===== config.mk =====
export PLATFORM = sky130hd
export DESIGN_NAME = npr_np_receive
export DESIGN_NICKNAME = d
export VERILOG_FILES = /design/src/core/npr_pkg.sv /design/src/core/npr_burst_match.sv /design/src/core/npr_np_receive.sv
export SDC_FILE = /design/constraint.sdc
export NUM_CORES = 1
export LEC_CHECK = 0
export ABC_AREA = 1
export BUFFER_PORTS_ARGS = -buffer_cell sky130_fd_sc_hd__buf_2
export CAP_MARGIN = 20
export CELL_PAD_IN_SITES_DETAIL_PLACEMENT = 0
export CELL_PAD_IN_SITES_GLOBAL_PLACEMENT = 2
export CORE_ASPECT_RATIO = 0.5
export CORE_MARGIN = 2
export CORE_UTILIZATION = 29
export DETAILED_ROUTE_END_ITERATION = 8
export HOLD_SLACK_MARGIN = 0.08
export PLACE_DENSITY_LB_ADDON = 0.05
export SYNTH_ARGS = -nofsm -noshare
export SYNTH_HDL_FRONTEND = slang
export SYNTH_SLANG_ARGS = --single-unit

===== constraint.sdc =====
create_clock -name mclk -period 1.76 [get_ports mclk]
set_input_delay 0.352 -clock mclk [delete_from_list [all_inputs] [get_ports mclk]]
set_output_delay 0.352 -clock mclk [all_outputs]
set_load 0.05 [all_outputs]

===== src/core/npr_pkg.sv =====
package npr_pkg;

    localparam int unsigned NPR_W         = 16;
    localparam int unsigned NPR_BIT_NP    = 15;
    localparam int unsigned NPR_BIT_ACK   = 14;
    localparam int unsigned NPR_BIT_MP    = 13;
    localparam int unsigned NPR_BIT_ACK2  = 12;
    localparam int unsigned NPR_BIT_TOG   = 11;
    localparam int unsigned NPR_CODE_MSB  = 10;
    localparam int unsigned NPR_CODE_LSB  = 0;

    localparam logic [15:0] NPR_RESET_VAL = 16'h0000;
    localparam logic [15:0] NPR_CMP_MASK  = 16'hbfff;

    localparam logic [2:0]  NPR_TABLE_EEE = 3'h1;
    localparam logic [7:0]  NPR_OFF_HI    = 8'h10;
    localparam logic [7:0]  NPR_OFF_LO    = 8'h11;
    localparam logic [3:0]  NPR_PORT_DEF  = 4'h1;

    localparam logic [1:0]  NPR_BURSTS    = 2'h3;

endpackage : npr_pkg


===== src/core/npr_burst_match.sv =====
module npr_burst_match
    import npr_pkg::*;
(
    input  wire logic        mclk,
    input  wire logic        rst_b,
    input  wire logic        an_restart,
    input  wire logic        cw_valid,
    input  wire logic [15:0] cw_data,
    output logic             cw_accept,
    output logic             ack_ok
);
    import npr_pkg::*;

    logic [15:0] last_reg;
    logic [1:0]  cnt_reg;
    logic [1:0]  cnt_next;
    logic        ack_reg;
    logic        ack_next;
    wire  [15:0] cw_masked;
    wire         same;
    wire         at_max;

    // The acknowledge bit is masked so the partner raising it does not restart the count.
    assign cw_masked = cw_data & NPR_CMP_MASK;
    assign same      = (cw_masked == last_reg) && (cnt_reg != 2'h0);
    assign at_max    = (cnt_reg == NPR_BURSTS);
    assign cnt_next  = an_restart ? 2'h0 :
                       !cw_valid  ? cnt_reg :
                       !same      ? 2'h1 :
                       at_max     ? cnt_reg : cnt_reg + 2'h1;
    assign cw_accept = cw_valid && !an_restart && same && (cnt_reg == NPR_BURSTS - 2'h1);
    assign ack_next  = an_restart ? 1'b0 :
                       cw_valid   ? (cnt_next == NPR_BURSTS) : ack_reg;
    assign ack_ok    = ack_reg;

    always_ff @(posedge mclk or negedge rst_b)
    begin
        if (!rst_b)
        begin
            last_reg <= NPR_RESET_VAL;
            cnt_reg  <= 2'h0;
            ack_reg  <= 1'b0;
        end
        else
        begin
            if (cw_valid)
                last_reg <= cw_masked;
            cnt_reg <= cnt_next;
            ack_reg <= ack_next;
        end
    end
endmodule : npr_burst_match


===== src/core/npr_np_receive.sv =====
// How it works
// - Bit 15 shows partner next-page flag; one means more pages follow.
// - Bit 14 shows partner acknowledge, always taken from codeword bit D14.
// - Acknowledge asserted after three consecutive consistent bursts, ignoring acknowledge bit.
// - Bit 13 shows page type: one message page, zero unformatted page.
// - Bit 12 shows partner second acknowledge: one means can comply.
// - Toggle bit must be the complement of the previous codeword's toggle.
// - First next page toggle is the inverse of base page bit 11.
// - Bits 10 to 0 hold received message or unformatted code.
// - High byte appears at offset 0x10, low byte at offset 0x11.
module npr_np_receive
    import npr_pkg::*;
#(
    parameter logic [3:0] PORT_NUM = NPR_PORT_DEF
)
(
    input  wire logic        mclk,
    input  wire logic        rst_b,
    input  wire logic        an_restart,
    input  wire logic        cw_valid,
    input  wire logic [15:0] cw_data,
    input  wire logic        cw_is_next,
    input  wire logic [2:0]  ind_table_sel,
    input  wire logic [3:0]  ind_port,
    input  wire logic [7:0]  ind_offset,
    output logic      [7:0]  ind_data,
    output logic             ind_hit,
    output logic             local_ack,
    output logic      [15:0] np_status,
    output logic             toggle_err
);
    import npr_pkg::*;

    logic [15:0] status_reg;
    logic [15:0] status_next;
    logic        exp_tog_reg;
    logic        exp_tog_next;
    logic        tog_err_reg;
    logic        tog_err_next;
    logic [7:0]  ind_data_reg;
    logic [7:0]  ind_data_next;
    logic        ind_hit_reg;
    logic        cw_accept;
    logic        ack_ok;
    wire         take_np;
    wire         take_base;
    wire         sel_ok;
    wire         sel_hi;
    wire         sel_lo;

    npr_burst_match u_match (
        .mclk       (mclk),
        .rst_b      (rst_b),
        .an_restart (an_restart),
        .cw_valid   (cw_valid),
        .cw_data    (cw_data),
        .cw_accept  (cw_accept),
        .ack_ok     (ack_ok)
    );

    assign local_ack = ack_ok;

    assign take_np   = cw_accept && cw_is_next;
    assign take_base = cw_accept && !cw_is_next;

    // The whole codeword lands in place, so each flag keeps its codeword position.
    // There is no write path at all; software can only read this register.
    assign status_next = take_np ? cw_data : status_reg;

    // The expected toggle is seeded from the base page and then set to the inverse of each accepted page's toggle.
    assign exp_tog_next = cw_accept ? ~cw_data[NPR_BIT_TOG] : exp_tog_reg;
    assign tog_err_next = an_restart ? 1'b0 :
                          take_np    ? (cw_data[NPR_BIT_TOG] != exp_tog_reg) :
                          tog_err_reg;

    assign sel_ok = (ind_table_sel == NPR_TABLE_EEE) && (ind_port == PORT_NUM);
    assign sel_hi = sel_ok && (ind_offset == NPR_OFF_HI);
    assign sel_lo = sel_ok && (ind_offset == NPR_OFF_LO);
    assign ind_data_next = sel_hi ? status_reg[15:8] :
                           sel_lo ? status_reg[7:0]  : 8'h00;

    assign np_status  = status_reg;
    assign toggle_err = tog_err_reg;
    assign ind_data   = ind_data_reg;
    assign ind_hit    = ind_hit_reg;

    always_ff @(posedge mclk or negedge rst_b)
    begin
        if (!rst_b)
        begin
            status_reg   <= NPR_RESET_VAL;
            exp_tog_reg  <= 1'b0;
            tog_err_reg  <= 1'b0;
            ind_data_reg <= 8'h00;
            ind_hit_reg  <= 1'b0;
        end
        else
        begin
            status_reg   <= status_next;
            exp_tog_reg  <= exp_tog_next;
            tog_err_reg  <= tog_err_next;
            ind_data_reg <= ind_data_next;
            ind_hit_reg  <= sel_hi || sel_lo;
        end
    end
endmodule : npr_np_receive


* Yosys cells after proc, flatten, opt, wreduce, memory -nomap -nowiden *
Cells that the tools add are included.

word-level totals
  input port bits = 36
  bits in latches = 0
  word-level logic and storage cells = 42
  RAM bits = 0
  memory bits (read-only) = 0
  bits in registers = 45
  memories = 0
  output and inout bits = 27

cells by class
  $lt $le $gt $ge = 0
  equal/unequal tests = 9
  shifts and indexed selects = 0
  bitwise gates (word level) = 1
  add/sub/neg operators = 1
  divide/modulo/power cells = 0
  reduce and logical (&&, ||, !) cells = 13
  mux-type cells = 10
  $mul = 0

operators by type and width
  kind                 number
  $eq 8x5->1 const B   2
  $mux 8               2
  $eq 15x15->1         1
  $logic_and 1x1->1    8
  $mux 2               4
  $eq 2x2->1 const B   3
  $reduce_bool 2->1    3
  $eq 4x1->1 const B   1
  $mux 1               4
  $eq 3x1->1 const B   1
  $add 2x1->2 const B  1
  $logic_not 1->1      1
  $logic_or 1x1->1     1
  $ne 1x1->1           1
  $not 1->1            1

* Logic depth before layout (Yosys ltp) *
  depth after elaboration = 8
  depth in mapped cells = 13
  mapped depth without buffers = 13

* By module *
Synthesis repeated with hierarchy kept, for this count alone.

second synthesis, totals
  cells, all modules = 288
  area total of the unflattened synthesis = 2210.9 µm²

modules (own cells, without submodules)
  module           times used  area each (µm²)  sequential area each (µm²)  cells each
  npr_np_receive   1           1196.1           675.6                       138
  npr_burst_match  1           1014.7           450.4                       150

* Worst setup path before layout *
OpenSTA, ideal clock, no wires.

  path kind = flip-flop to flip-flop
  from = reg u_match.last_reg[12]
  to = reg status_reg[11] (netlist: np_status[11])
  library setup time = 0.120 ns
  clock period less this slack = 1.424 ns
  setup slack = 0.336 ns
  data required time = 1.640 ns
  stages on the path, launching flop included = 10
  arrival = 1.304 ns
  path buffers = 1
  cells stage by stage = dfrtp_1 xnor2_1 nand2_2 nor2_4 nand2_2 nor2_4 nand4_4 buf_6 nand2_1 o21ai_2

on the way
  cells in the longest elaborated chain, start to end = 5

ends and longest elaborated chain
  element                          line                   source
  start: declaration               npr_burst_match.sv:14  logic [15:0] last_reg;
  start signal: assignment         npr_burst_match.sv:47  last_reg <= cw_masked;
  $eq 15x15->1                     npr_burst_match.sv:25  assign same = (cw_masked == last_reg) && (cnt_reg != 2'h0);
  $logic_and 1x1->1                npr_burst_match.sv:25
  $logic_and 1x1->1 (2 in series)  npr_burst_match.sv:31  assign cw_accept = cw_valid && !an_restart && same && (cnt_reg == NPR_BURSTS - 2'h1);
  $logic_and 1x1->1                npr_np_receive.sv:63   assign take_np = cw_accept && cw_is_next;
  end signal: assignment           npr_np_receive.sv:99   status_reg <= status_next;
  end: declaration                 npr_np_receive.sv:34   logic [15:0] status_reg;

Every way passes these cells.
A chain may end at the register's enable or synchronous reset.

* Final worst setup path *
  from = reg u_match.last_reg[13]
  to = reg status_reg[5] (netlist: np_status[5])

Same word-level chain as after synthesis.

==> metrics.yaml <==
crit_chain: "nand2_1 -> nand2_1 -> inv_1 -> nand2_1 -> nor2_2 -> nand2_2 -> nor2_4 -> nand4_4 -> buf_12 -> nand2_2 -> o21ai_2"
cpMaxStageDelayCell: "dfrtp_1"
vias_per_cell: 4.12
cts_tree: "yes"
grt_antenna_before_repair: 0
cts-root-buf: "clkbuf_16"
ys_ff_latch: 45
setup-violations-final: 0
track_usage_pct: 14.8
clk_latency_ns: 0.29
rows: 23
dr.pass1.iters: 4
first_iter_violations: 76
diodes: 0
die_height_um: 67.7
vias: 1993
layout_common_cells: "nand2_1 (96), buf_2 (62), dfrtp_1 (45), inv_1 (42), o21ai_0 (22)"
synth_seq_area_share_pct: 47.9
slew_headroom_pct: 72.7
grt_start_max_net_pins: 33
worstPathMaxFanout: 32
dieArea_um2: 8880
path_clk_slew_ns: 0.07
fin_area_um2: 2990
cts_inserted_buffers: 5
core-area_um2: 7940
drive_gt1_share_pct: 33.1
crit_type: "reg -> reg"
fin_nets: 407
wl_per_cell_um: 12.6
min_from: "cw_data[5]"
maxSlewViolCount: 0
grt_pass1_wl_um: 9870
final_common_cell: "nand2_1"
syn_to_final_growth_pct: 27.4
period_minus_slack_ns: 1.56
io_pins: 63
tns_ns: 0
area.sequential_um2: 1130
tightestPinTransition_ns: 0.409
n_fill_cell: 843
placed_area_um2: 2830
io_buffers: 62
hold_viol_final: 0
max_cap_viol_count: 0
crit_path_start_kind: "flop"
synth.distinct_cells: 27
clockBufferDepth: 2
cts.sinks: 45
syn_area_um2: 2350
arrival_ns: 1.74
rsz0062_at_grt: "no"
critPathTopFamily: "simple AND/OR/NAND/NOR gates"
p_leak_nw: 1.65
drc: 0
vdd_drop_max_uv: 364
syn_avg_cell_area_um2: 7.83
synth_warnings: 0
min_path_type: "in -> reg"
overflow: 0
rr_startpoint: "u_match.last_reg[13]"
cp-end-kind: "flop"
first_global_vias: 1873
hpwl_um: 4910
initial_core_util_pct: 29.6
finalClockSkew_ns: 0.00631
die_w_um: 131
cpMostUsedCell: "nand2_1"
gp_congestion: 0.784
wl_um: 6080
fin_crit_sh_pct: 88.8
outcome: "finished, final reports clean"
critPathRequiredTime_ns: 1.94
p_per_area_nw_per_um2: 780
multi_input_area_um2: 978
largest_reg_flops: 16
startpoint: "u_match.last_reg[13]"
critPathBufInv: 2
syn_nets: 336
htree_levels: 2
synthCells: 300
crit_path_max_incr_delay_ns: 0.39
finalPower_mw: 2.33
drtAntennaViolNets: 0
timing.fmax_mhz: 640
-- report_power, final --
group / leakage [nW] / switching, mW / total [mW] / internal (mW)
clock: 0.0738 / 0.429 / 0.958 / 0.529
sequential: 0.600 / 0.0191 / 1.09 / 1.07
combinational: 0.977 / 0.185 / 0.291 / 0.105
-- worst paths after layout --
| kind | end | slack [ns] | cells past startpoint |
|---|---|---|---|
| setup / recovery | np_status[5] | 0.20 | 11 |
| hold / removal | u_match.last_reg[5] | 0.29 | 3 |
| setup reg to reg | np_status[5] | 0.20 | 11 |
| hold reg to reg | u_match.ack_ok | 0.48 | 2 |
| max in group asynchronous | u_match.last_reg[13] | 0.73 | 3 |
| min in group asynchronous | ind_data[5] | 0.53 | 2 |
-- per-layer routing --
layer  routed length, µm  GRT usage (%)
met5                   0              0
met4                  58           4.08
met3                 368           4.43
met2                2120           19.9
met1                3540           22.4
-- tightest hold or removal path, delay by kind of cell --
kind / cells / cell delay, ns
compound gates: 1 / 0.06
buf+inv: 1 / 0.10
simple gates: 1 / 0.04
-- cells by family (layout without fill, tap and decap cells) --
| group | Yosys count | count (layout) | synth area share (%) |
|---|---|---|---|
| AO/OA/AOI/OAI | 40 | 40 | 10.9 |
| flip-flops | 45 | 45 | 47.9 |
| XOR/XNOR | 3 | 3 | 1.12 |
| buffers and inverters | 60 | 132 | 10.5 |
| AND/OR/NAND/NOR | 152 | 152 | 29.5 |
-- area by class of cell --
cell class | instances | area share [%]
sequential | 45 | 37.6
multi-input combinational | 195 | 32.7
timing repair buffer | 70 | 13.3
inverter | 54 | 6.77
tap | 112 | 4.68
clock buffer | 5 | 4.18
clock inverter | 3 | 0.753
-- synthesized netlist by cell type (all sizes together) --
cell type	number	area, µm²
a21oi	1	5.00
buf	3	33.8
clkbuf	3	11.3
clkinv	1	3.75
dfrtp	45	1130
inv	53	199
nand2	108	435
nand3	12	65.1
nand3b	2	15.0
nand4	2	27.5
nor2	23	119
nor2b	1	6.26
nor3	1	5.00
nor3b	1	7.51
nor4	1	6.26
o21ai	39	252
or3	1	6.26
xnor2	2	17.5
xor2	1	8.76
-- timing repair --
item                                    4_1_cts  5_1_grt
setup buffers                                 0        0
endpoints found under the setup margin        0        1
resized for setup                             0        1
endpoints found under the hold margin        14        0
hold buffers                                  1        0
-- stage by stage --
step	hold WS, ns	utilization (%)	worst slack (ns)	instances
final	0.293	37.7	0.198	484
after global routing	0.306	37.7	0.0450	484
after CTS	0.288	37.6	0.184	484
after detailed placement	0.312	35.7	0.0817	475
after global placement	0.308	35.7	0.0884	475
after floorplan	0.0564	-	0.336	300
No activity file was read; power rests on OpenSTA's default activity.
